**src/pkg/msfc_pkg.sv**
```systemverilog
package msfc_pkg;

  // ----------------------------------------------------------------
  // register indices (byte address is four times the index)
  // ----------------------------------------------------------------
  localparam logic [7:0] IDX_LIN_FILT = 8'h20;
  localparam logic [7:0] IDX_LIN_RR = 8'h21;
  localparam logic [7:0] IDX_LIN_CUT = 8'h22;
  localparam logic [7:0] IDX_ANG_FILT = 8'h23;
  localparam logic [7:0] IDX_ANG_RR = 8'h24;
  localparam logic [7:0] IDX_ANG_CUT = 8'h25;

  localparam int NUM_REGS = 6;
  localparam logic [2:0] SLOT_NONE = 3'h7;
  localparam logic [2:0] SLOT_LIN_FILT = 3'h0;
  localparam logic [2:0] SLOT_LIN_RR = 3'h1;
  localparam logic [2:0] SLOT_LIN_CUT = 3'h2;
  localparam logic [2:0] SLOT_ANG_FILT = 3'h3;
  localparam logic [2:0] SLOT_ANG_RR = 3'h4;
  localparam logic [2:0] SLOT_ANG_CUT = 3'h5;

  localparam logic [5:0][7:0] REG_IDX = {IDX_ANG_CUT, IDX_ANG_RR, IDX_ANG_FILT,
                                         IDX_LIN_CUT, IDX_LIN_RR, IDX_LIN_FILT};
  // reserved bits are not stored and read as zero
  localparam logic [5:0][7:0] REG_MASK = {8'h0F, 8'h7F, 8'h03, 8'h0F, 8'h7F, 8'h83};
  localparam logic [7:0] REG_RESET = 8'h00;

  // ----------------------------------------------------------------
  // field positions
  // ----------------------------------------------------------------
  localparam int BIT_WATCH = 7;
  localparam int BIT_BYPASS = 1;
  localparam int BIT_FILT = 0;
  localparam int RANGE_LSB = 4;
  localparam int RATE_LSB = 0;

  // watch mode keeps one sample in this many
  localparam int WATCH_DIV = 1520;
  localparam logic [10:0] WATCH_LAST = 11'(WATCH_DIV - 1);

  // ----------------------------------------------------------------
  // decode tables, zero marks a reserved code
  // ----------------------------------------------------------------
  localparam logic [7:0][10:0] LIN_RANGE_G = {11'h000, 11'h000, 11'h000, 11'h020,
                                              11'h010, 11'h008, 11'h004, 11'h002};
  localparam logic [7:0][10:0] ANG_RANGE_DPS = {11'h000, 11'h7D0, 11'h3E8, 11'h1F4,
                                                11'h0FA, 11'h07D, 11'h03E, 11'h01F};
  localparam logic [15:0][13:0] LIN_RATE_HZ = {14'h0000, 14'h0000, 14'h0000, 14'h0000,
                                               14'h0000, 14'h1F40, 14'h0FA0, 14'h07D0,
                                               14'h0000, 14'h0000, 14'h0000, 14'h0000,
                                               14'h007D, 14'h00FA, 14'h01F4, 14'h03E8};
  localparam logic [15:0][13:0] ANG_RATE_HZ = {14'h0000, 14'h0000, 14'h0000, 14'h0000,
                                               14'h3E80, 14'h1F40, 14'h0FA0, 14'h07D0,
                                               14'h0000, 14'h0000, 14'h0000, 14'h0000,
                                               14'h007D, 14'h00FA, 14'h01F4, 14'h03E8};
  // cutoff factor in hundredths
  localparam logic [15:0][5:0] CUT_N_X100 = {6'h01, 6'h02, 6'h03, 6'h04, 6'h06, 6'h08,
                                             6'h0A, 6'h0C, 6'h0E, 6'h10, 6'h14, 6'h18,
                                             6'h1C, 6'h20, 6'h24, 6'h28};

  typedef struct packed {
    logic filt_en;
    logic lpf_bypass;
    logic range_rsvd;
    logic rate_rsvd;
    logic [10:0] range_val;
    logic [13:0] rate_hz;
    logic [19:0] cutoff_x100;
  } msfc_path_type;

endpackage

```
**src/logic/msfc_path_decode.sv**
```systemverilog
`timescale 1ns/1ps
module msfc_path_decode
#(
  parameter bit ANGULAR = 1'b0
)
(
  // stored configuration
  input wire logic [7:0] filt_reg,
  input wire logic [7:0] rr_reg,
  input wire logic [7:0] cut_reg,
  // decoded path settings
  output msfc_pkg::msfc_path_type path
);

  wire [2:0] range_code = rr_reg[msfc_pkg::RANGE_LSB +: 3];
  wire [3:0] rate_code = rr_reg[msfc_pkg::RATE_LSB +: 4];
  wire [3:0] cut_code = cut_reg[3:0];
  wire [10:0] range_val;
  wire [13:0] rate_hz;
  wire [5:0] n_x100;

  assign range_val = ANGULAR ? msfc_pkg::ANG_RANGE_DPS[range_code]
                             : msfc_pkg::LIN_RANGE_G[range_code];
  assign rate_hz = ANGULAR ? msfc_pkg::ANG_RATE_HZ[rate_code]
                           : msfc_pkg::LIN_RATE_HZ[rate_code];
  assign n_x100 = msfc_pkg::CUT_N_X100[cut_code];

  assign path.filt_en = filt_reg[msfc_pkg::BIT_FILT];
  assign path.lpf_bypass = filt_reg[msfc_pkg::BIT_BYPASS];
  assign path.range_rsvd = (range_val == 11'h000);
  assign path.rate_rsvd = (rate_hz == 14'h0000);
  assign path.range_val = range_val;
  assign path.rate_hz = rate_hz;
  // follows any rate change with the stored factor code
  assign path.cutoff_x100 = 20'(rate_hz) * 20'(n_x100);

endmodule

```
**src/logic/msfc_top.sv**
```systemverilog
// Our own choice: the AHB-Lite register port.
`timescale 1ns/1ps
module msfc_top
(
  // clock and reset
  input wire logic hclk,
  input wire logic hresetn,
  // ahb-lite slave
  input wire logic hsel,
  input wire logic [31:0] haddr,
  input wire logic [1:0] htrans,
  input wire logic hwrite,
  input wire logic [2:0] hsize,
  input wire logic [31:0] hwdata,
  input wire logic hready,
  output logic [31:0] hrdata,
  output logic hreadyout,
  output logic hresp,
  // linear sample stream
  input wire logic acc_sample_valid,
  output logic acc_sample_keep,
  // decoded path settings
  output logic lin_watch_en,
  output msfc_pkg::msfc_path_type lin_path,
  output msfc_pkg::msfc_path_type ang_path
);

  // ----------------------------------------------------------------
  // address decode
  // ----------------------------------------------------------------
  function automatic logic [2:0] slot_of(input logic [31:0] addr);
    logic [2:0] slot;
    slot = msfc_pkg::SLOT_NONE;
    for (int i = 0; i < msfc_pkg::NUM_REGS; i++)
    begin
      if (addr == {22'h000000, msfc_pkg::REG_IDX[i], 2'b00})
      begin
        slot = 3'(i);
      end
    end
    return slot;
  endfunction

  logic dp_valid_ff;
  logic dp_write_ff;
  logic [2:0] dp_slot_ff;
  logic [31:0] hrdata_ff;
  logic hreadyout_ff;
  logic [7:0] regs_ff [msfc_pkg::NUM_REGS];

  wire ap_take = hsel && htrans[1] && hready;
  wire [2:0] ap_slot = slot_of(haddr);
  wire wr_now = dp_valid_ff && dp_write_ff && (dp_slot_ff != msfc_pkg::SLOT_NONE);
  wire [7:0] wr_byte = hwdata[7:0] & msfc_pkg::REG_MASK[dp_slot_ff];
  // a read right behind a write to the same register sees the new value
  wire fwd_hit = wr_now && (dp_slot_ff == ap_slot);
  wire [7:0] rd_byte = (ap_slot == msfc_pkg::SLOT_NONE) ? 8'h00 :
                       fwd_hit ? wr_byte : regs_ff[ap_slot];
  wire [31:0] nxt_hrdata = (ap_take && !hwrite) ? {24'h000000, rd_byte} : 32'h00000000;

  // ----------------------------------------------------------------
  // bus phase tracking
  // ----------------------------------------------------------------
  always_ff @(posedge hclk or negedge hresetn)
  begin
    if (!hresetn)
    begin
      dp_valid_ff <= 1'b0;
      dp_write_ff <= 1'b0;
      dp_slot_ff <= msfc_pkg::SLOT_NONE;
      hrdata_ff <= 32'h00000000;
      hreadyout_ff <= 1'b0;
    end
    else
    begin
      dp_valid_ff <= ap_take;
      dp_write_ff <= hwrite;
      dp_slot_ff <= ap_slot;
      hrdata_ff <= nxt_hrdata;
      hreadyout_ff <= 1'b1;
    end
  end

  assign hrdata = hrdata_ff;
  assign hreadyout = hreadyout_ff;
  // every transfer completes OKAY, unmapped ones included
  assign hresp = 1'b0;

  // ----------------------------------------------------------------
  // register storage
  // ----------------------------------------------------------------
  genvar gi;
  generate
    for (gi = 0; gi < msfc_pkg::NUM_REGS; gi++)
    begin : g_reg
      always_ff @(posedge hclk or negedge hresetn)
      begin
        if (!hresetn)
        begin
          regs_ff[gi] <= msfc_pkg::REG_RESET;
        end
        else if (wr_now && (dp_slot_ff == 3'(gi)))
        begin
          regs_ff[gi] <= wr_byte;
        end
      end
    end
  endgenerate

  // ----------------------------------------------------------------
  // path decode
  // ----------------------------------------------------------------
  msfc_pkg::msfc_path_type lin_dec;
  msfc_pkg::msfc_path_type ang_dec;
  msfc_pkg::msfc_path_type lin_path_ff;
  msfc_pkg::msfc_path_type ang_path_ff;
  logic lin_watch_ff;

  msfc_path_decode #(.ANGULAR(1'b0)) u_lin_dec
  (
    .filt_reg(regs_ff[msfc_pkg::SLOT_LIN_FILT]),
    .rr_reg(regs_ff[msfc_pkg::SLOT_LIN_RR]),
    .cut_reg(regs_ff[msfc_pkg::SLOT_LIN_CUT]),
    .path(lin_dec)
  );

  msfc_path_decode #(.ANGULAR(1'b1)) u_ang_dec
  (
    .filt_reg(regs_ff[msfc_pkg::SLOT_ANG_FILT]),
    .rr_reg(regs_ff[msfc_pkg::SLOT_ANG_RR]),
    .cut_reg(regs_ff[msfc_pkg::SLOT_ANG_CUT]),
    .path(ang_dec)
  );

  wire nxt_watch = regs_ff[msfc_pkg::SLOT_LIN_FILT][msfc_pkg::BIT_WATCH];

  always_ff @(posedge hclk or negedge hresetn)
  begin
    if (!hresetn)
    begin
      lin_path_ff <= '0;
      ang_path_ff <= '0;
      lin_watch_ff <= 1'b0;
    end
    else
    begin
      lin_path_ff <= lin_dec;
      ang_path_ff <= ang_dec;
      lin_watch_ff <= nxt_watch;
    end
  end

  assign lin_path = lin_path_ff;
  assign ang_path = ang_path_ff;
  assign lin_watch_en = lin_watch_ff;

  // ----------------------------------------------------------------
  // watch-mode decimation
  // ----------------------------------------------------------------
  // counter restarts whenever watch is off, so the first sample after
  // enabling always passes
  logic [10:0] dec_cnt_ff;
  logic keep_ff;

  wire cnt_wrap = (dec_cnt_ff == msfc_pkg::WATCH_LAST);
  wire [10:0] nxt_dec_cnt = !lin_watch_ff ? 11'h000 :
                            !acc_sample_valid ? dec_cnt_ff :
                            cnt_wrap ? 11'h000 : dec_cnt_ff + 11'h001;
  wire nxt_keep = acc_sample_valid && (!lin_watch_ff || (dec_cnt_ff == 11'h000));

  always_ff @(posedge hclk or negedge hresetn)
  begin
    if (!hresetn)
    begin
      dec_cnt_ff <= 11'h000;
      keep_ff <= 1'b0;
    end
    else
    begin
      dec_cnt_ff <= nxt_dec_cnt;
      keep_ff <= nxt_keep;
    end
  end

  assign acc_sample_keep = keep_ff;
endmodule

```
**config.mk**
```make
export PLATFORM = sky130hd
export DESIGN_NAME = msfc_top
export DESIGN_NICKNAME = d
export VERILOG_FILES = /design/src/pkg/msfc_pkg.sv /design/src/logic/msfc_path_decode.sv /design/src/logic/msfc_top.sv
export SDC_FILE = /design/constraint.sdc
export NUM_CORES = 1
export LEC_CHECK = 0
export BUFFER_PORTS_ARGS = -buffer_cell sky130_fd_sc_hd__buf_2
export CORE_ASPECT_RATIO = 0.7
export CORE_MARGIN = 2
export CORE_UTILIZATION = 40
export CTS_BUF_LIST = sky130_fd_sc_hd__clkbuf_4
export CTS_CLUSTER_SIZE = 10
export DETAILED_ROUTE_END_ITERATION = 10
export PLACE_DENSITY_LB_ADDON = 0.3
export SLEW_MARGIN = 20
export SYNTH_ARGS = -nofsm -noshare
export SYNTH_HDL_FRONTEND = slang
export SYNTH_HIERARCHICAL = 1
export SYNTH_SLANG_ARGS = --single-unit
```
**constraint.sdc**
```tcl
create_clock -name hclk -period 5.75 [get_ports hclk]
set_input_delay 1.15 -clock hclk [delete_from_list [all_inputs] [get_ports hclk]]
set_output_delay 1.15 -clock hclk [all_outputs]
set_load 0.1 [all_outputs]
```
==> Word-level counts from Yosys, hierarchy flattened <==
Memory sizes are Yosys's and may differ from the RTL's.
Index checks and enable logic that the tools add are counted.
{ "word_totals": {"regBits": 173, "inputBits": 75, "elab_cells": 108, "n_memories": 7, "output_inout_bits": 134, "mem_bits_ro": 880} }
{ "op_classes": {"n_reduce_logical": 22, "n_mul": 2, "n_mux": 22, "magnitude_cmp": 8, "add_sub_neg": 1, "bitwise": 2, "eq_ne": 16} }
{ "mem_list": {"columns": ["name", "words", "width", "rd", "rd_ports_with_merged_regs", "write_ports", "line", "source"], "rows": [
  ["(no name shown)", 16, 14, 1, 0, 0, "msfc_path_decode.sv:25", ": msfc_pkg::LIN_RATE_HZ[rate_code];"],
  ["(no name shown)", 16, 14, 1, 0, 0, "msfc_path_decode.sv:24", "assign rate_hz = ANGULAR ? msfc_pkg::ANG_RATE_HZ[rate_code]"],
  ["(no name shown)", 16, 6, 1, 0, 0, "msfc_path_decode.sv:26", "assign n_x100 = msfc_pkg::CUT_N_X100[cut_code];"],
  ["(no name shown)", 16, 6, 1, 0, 0, "msfc_path_decode.sv:26", null],
  ["(no name shown)", 8, 11, 1, 0, 0, "msfc_path_decode.sv:22", "assign range_val = ANGULAR ? msfc_pkg::ANG_RANGE_DPS[range_code]"],
  ["(no name shown)", 8, 11, 1, 0, 0, "msfc_path_decode.sv:23", ": msfc_pkg::LIN_RANGE_G[range_code];"],
  ["1 more memories", null, null, null, null, null, null, null]
]} }
{ "op_table": {"columns": ["op", "n"], "rows": [
  ["$eq A32 B8 Y1 const B", 6],
  ["$mux W11", 5],
  ["$mux W8", 6],
  ["$mul A14 B6 Y20", 2],
  ["$logic_not A11 Y1", 3],
  ["$logic_not A14 Y1", 2],
  ["$mux W14", 2],
  ["$bmux W8 S3", 1],
  ["$lt A4 B5 Y1 const B", 4],
  ["$mux W3", 6],
  ["$logic_and A1 B1 Y1", 13],
  ["$lt A3 B4 Y1 const B", 3],
  ["$mux W6", 2],
  ["$add A11 B1 Y11 const B", 1],
  ["$eq A11 B11 Y1 const B", 1],
  ["$eq A3 B3 Y1 const B", 3],
  ["$and A8 B8 Y8", 1],
  ["$eq A3 B2 Y1 const B", 2],
  ["$ge A4 B4 Y1 const B", 1],
  ["$not A3 Y4", 1],
  ["$eq A3 B1 Y1 const B", 1],
  ["$eq A3 B3 Y1", 1],
  ["$logic_not A3 Y1", 1],
  ["$ne A3 B3 Y1 const B", 1],
  ["3 further kinds", 4]
]} }

==> Longest topological paths before layout <==
{ "depth": {"word_depth": 14, "depth_mapped": 20} }

==> Hierarchy <==
Netlist, hierarchy kept.
{ "modules_own_cells": {"columns": ["module", "area_each_um2", "cells_each", "instances", "seq_area_each_um2"], "rows": [
  ["msfc_top", 6246.0, 454, 1, 4332.9],
  ["msfc_path_decode (u_ang_dec)", 3035.4, 402, 1, 0.0],
  ["msfc_path_decode (u_lin_dec)", 3011.6, 420, 1, 0.0]
]} }

==> Worst setup path before layout <==
Ideal clock, no wire load.
{ "synth_path": {"kind": "register to register", "from": "register regs_ff[0] in the netlist's numbering", "to": "register ang_path_ff, in the netlist ang_path[16]", "setup_slack_ns": 1.015, "t_arrival_ns": 4.666, "stages_incl_launch_ff": 20, "setup_time_ns": 0.069, "path_cell_list": "dfrtp_1 > inv_1 > ha_1 > mux2_2 > a21oi_1 > clkbuf_1 > nor3_1 > fa_1 > fa_1 > inv_1 > fa_1 > inv_1 > ha_1 > clkbuf_2 > nand3_2 > inv_2 > o31ai_4 > a22oi_2 > or4b_1 > nand3_1"} }
{ "synth_rtl": {"columns": ["item", "line", "source"], "rows": [
  ["start, declared", "msfc_top.sv:49", "logic [7:0] regs_ff [msfc_pkg::NUM_REGS];"],
  ["start signal, assigned by index", "msfc_top.sv:100", "regs_ff[gi] <= msfc_pkg::REG_RESET;"],
  ["start signal, assigned by index", "msfc_top.sv:104", "regs_ff[gi] <= wr_byte;"],
  ["end signal, assigned", "msfc_top.sv:148", "ang_path_ff <= ang_dec;"],
  ["end, declared", "msfc_top.sv:116", "msfc_pkg::msfc_path_type ang_path_ff;"]
]} }

==> metrics.sh <==
RESULT_OF_THE_RUN='finished clean'
P_LEAK_uW=0.00727
VIAS_PER_CELL=4.98
CTS.REPORTEDPATHS.CLKPINSLEW_NS=0.15
INSTANCES_NO_FILL=1828
GLOBALROUTEOVERFLOWTOTAL=0
CTS_POST_SETUP_BUFFERS_INSERTED=0
LAYOUT.NETS=1655
HOLD_BUF_CTS=0
CP_CELL_SEQUENCE='nor2_1 -> nor2_1 -> o21bai_1 -> nor2_1 -> fa_1 -> fa_1 -> inv_1 -> fa_1 -> inv_1 -> ha_1 -> nand2_1 -> o21ai_0 -> o21ai_2 -> a2111oi_0 -> nor3_1 -> xnor2_1'
MAXCAPVIOLATIONS=0
FIRST_GLOBAL_VIAS=9011
HOLD_PATH.CLASS='register to register'
FINALWIRELENGTH_MM=27.2
FINAL_MAX_SLEW_VIOL_COUNT=0
MIN_TO='lin_path[48]$_DFF_PN0_'
TOTALNEGATIVESETUPSLACK_NS=0
TIMING.CRITICAL_PATH.REQUIRED_NS=6.28
TOP_LIBRARY_CELLS_BY_USAGE_IN_THE_LAYOUT_FILL_AND_TAPS_ASIDE='inv_1, dfrtp_1, nor2_1, buf_2, fa_1'
TIMING.MAX_SLEW.REL_SLACK_PCT=27.0
FLOORPLAN.IO_PINS=209
SYNTH_AREA_LEADERS='dfrtp_1, fa_1, ha_1, inv_1, nor2_1'
WORST-SLEW-PIN-TRANSITION_NS=1.09
PLACE_CONGESTION=0.829
POWER.INTERNAL_uW=1610
AVGSYNTHCELLAREA_SQ_UM=9.63
CP_DATA_ARRIVAL_TIME_NS=5.67
YS.FLOP_TYPE='dfrtp_1'
SYNTH.DISTINCT_CELLS=79
VDD_IR_DROP_MAX_mV=0.118
SYN_INST=1276
PATH_DELAY_FAMILY='adder cells'
COREAREA_SQ_UM=30100
WORST-R2R-CELL-COUNT=16
P_SW_uW=914
PATH_BUF_INV=2
FLOORPLAN.DIE_AREA_SQ_UM=32200
CLOCK_SINKS=173
GRT_START_MAX_NET_PINS=109
FIRST_PASS_GRT_WIRE_LENGTH_MM=45.4
TIMING.FINAL.CRIT_SHARE_PCT=89.3
FLOORPLAN.ROWS=53
POST-SYNTH-TOP-AREA-FRACTION_PCT=34.6
CRITPATHKIND='register to register'
WORST_R2R_STARTPOINT='regs_ff[9]$_DFFE_PN0P_'
HOLD_VIOL=0
DETAILEDROUTE.FIRSTITERATIONVIOLATIONS=536
CLK-INSERTION-DELAY-LATE_NS=0.64
CLK_ROOT_BUFFER_CELL='clkbuf_4'
POWER_DENSITY_nW_PER_UM2=186
END_KIND='register'
SYNTH_SEQ_AREA_SHARE_PCT=35.2
P_COMB_SHARE_PCT=20.5
FMAXACHIEVABLE_MHz=195
FLOORPLAN.INITIALDENSITY_PCT=40.8
SEQPWRFRAC_PCT=50.0
SYNTHESIS.AREA_SQ_UM=12300
CTS_TREE='built'
PORT-BUFFER-COUNT=155
CLOCKBUFFERDEPTH=2
ANTENNA_FOUND_INITIAL=1
SHARE_OF_ASYNC_SETTABLE_OR_ASYNC_RESETTABLE_FLOPS_AFTER_SYNTHESIS_PCT=100
CHIP_HEIGHT_UM=151
SYNTH_TOP_CELL_BY_AREA='dfrtp_1'
CRITICAL-PATH-MAX-STAGE-DELAY_NS=0.62
YS_FF_LATCH=173
FINALSETUPVIOLCOUNT=0
YS.WARNINGS.COUNT=6
HPWLAFTERDP_MM=20.6
ROUTE.DETAILED.WL_PER_INST_UM=14.9
HOLD_WS_NS=0.420
AREA_GROWTH_SYN_TO_LAYOUT_PCT=10.6
NUMBER_OF_ENABLE_FLIP_FLOP_CELLS_AFTER_SYNTHESIS=0
PATH_MAX_FANOUT=8
DRC=0
DRIVE_ABOVE_1_SHARE_PCT=17.5
REG2REG_SETUP_SLACK_NS=0.61
TIMING.HOLD.WORST.START='regs_ff[40]$_DFFE_PN0P_'
FP.DIEW_UM=214
TOTAL_POWER_uW=2530
GRT_UTIL_ALL_LAYERS_PCT=18.0
HTREEDEPTH=4
CRIT_PATH_START_KIND='register'
CRITPATHSLOWESTCELL='a2111oi_0'
UNREPAIRED_SETUP_ENDPOINTS_AFTER_GLOBAL_ROUTING='no'
FIRST_PASS_ITERS=5
POWER.SHARE.SWITCHING_PCT=36.2
POWER.CLOCK.FRACTION_PCT=29.5
DR_TOTAL_VIAS=9112
CTS_INSERTED_BUFFERS=17
NUMPLACEDINSTANCES=1796
HOLD_PATH_DEPTH=0
POST_CTS_RESIZE_COUNT=0
ANT_NETS=0
FINCLKSKEW_NS=0.0217
FINALCRITICALPERIOD_NS=5.14
REG2REG_TO='ang_path[18]$_DFF_PN0_'
synth_stat cells, types with 24 or more instances:
master / count
a21oi_1: 38
buf_4: 36
clkbuf_1: 44
dfrtp_1: 170
fa_1: 94
ha_1: 83
inv_1: 170
nand2_1: 90
nand2b_1: 27
nand3_1: 27
nor2_1: 169
nor3_1: 24
o21ai_0: 55
power groups by stage:
stage | Clock, uW | Combinational, uW | Sequential [uW]
global route | 827 | 555 | 1270
CTS | 782 | 521 | 1270
floorplan | 0 | 233 | 1470
global placement | 0 | 515 | 1290
detailed placement | 0 | 519 | 1290
finish | 746 | 517 | 1260
layer usage:
layer  share of wire [%]  global-route usage (%)  vias to the layer above
li1                    -                       -                     4340
met1                  48                    25.7                     4564
met2                  46                    28.0                      180
met3                 4.1                    3.25                       28
met4                 1.3                    5.14                        0
met5                   0                       0                        -
through the flow:
| stage | worst slack [ns] | util (%) | area (sq um) |
|---|---|---|---|
| 2_1_floorplan | 1.02 | - | 12400 |
| 3_3_place_gp | 0.698 | 44.2 | 13300 |
| 3_5_place_dp | 0.729 | 44.2 | 13300 |
| 4_1_cts | 0.676 | 45.2 | 13600 |
| 5_1_grt | 0.309 | 45.2 | 13600 |
| 6_report | 0.613 | 45.2 | 13600 |
state kept, by name, indices dropped and copies added (netlist names):
name / flops
nxt_watch: 1
hreadyout: 1
lin_path: 49
dec_cnt_ff: 11
dp_write_ff: 1
regs_ff: 47
lin_watch_en: 1
ang_path: 49
dp_valid_ff: 1
hrdata: 8
dp_slot_ff: 3
acc_sample_keep: 1
final cells by class:
type,instances,area [sq um]
Clock buffer,17,128
Sequential cell,173,4330
Antenna cell,1,2.50
Multi-Input combinational cell,875,6950
Tap cell,412,515
Fill cell,2990,16500
Inverter,171,642
Timing Repair Buffer,165,870
Clock inverter,14,160
how the worst max path moves through the flow:
| stage | from | endpoint | cells after the start |
|---|---|---|---|
| after floorplan | regs_ff[0]$_DFFE_PN0P_ | ang_path[16]$_DFF_PN0_ | 19 |
| after global placement | regs_ff[9]$_DFFE_PN0P_ | ang_path[18]$_DFF_PN0_ | 16 |
| after detailed placement | regs_ff[0]$_DFFE_PN0P_ | ang_path[18]$_DFF_PN0_ | 18 |
| after CTS | regs_ff[0]$_DFFE_PN0P_ | ang_path[18]$_DFF_PN0_ | 18 |
| after global routing | regs_ff[0]$_DFFE_PN0P_ | ang_path[18]$_DFF_PN0_ | 18 |
| final | regs_ff[9]$_DFFE_PN0P_ | ang_path[18]$_DFF_PN0_ | 16 |
worst register-to-register path, cell delays in order, from the launching register on:
cell and delay, ns:
dfrtp_1 0.40, nor2_1 0.46, nor2_1 0.12, o21bai_1 0.50
nor2_1 0.14, fa_1 0.52, fa_1 0.49, inv_1 0.06
fa_1 0.53, inv_1 0.04, ha_1 0.36, nand2_1 0.06
o21ai_0 0.33, o21ai_2 0.14, a2111oi_0 0.62, nor3_1 0.12
xnor2_1 0.15
cells by family (layout without fill, tap and decap cells):
logic type                 Yosys count  after routing  share of synthesized area (%)
xor gates and xnor gates            30             30                           2.14
other                                3             34                         0.0916
DFF                                173            173                           35.2
buffers and inverters              258            367                           9.15
and+or+nand+nor                    419            419                           16.3
muxes                               37             37                           4.01
adders and majority gates          177            177                           23.8
AOI/OAI and AO/OA                  179            179                           9.33
No activity file was read; power rests on OpenSTA's default activity.
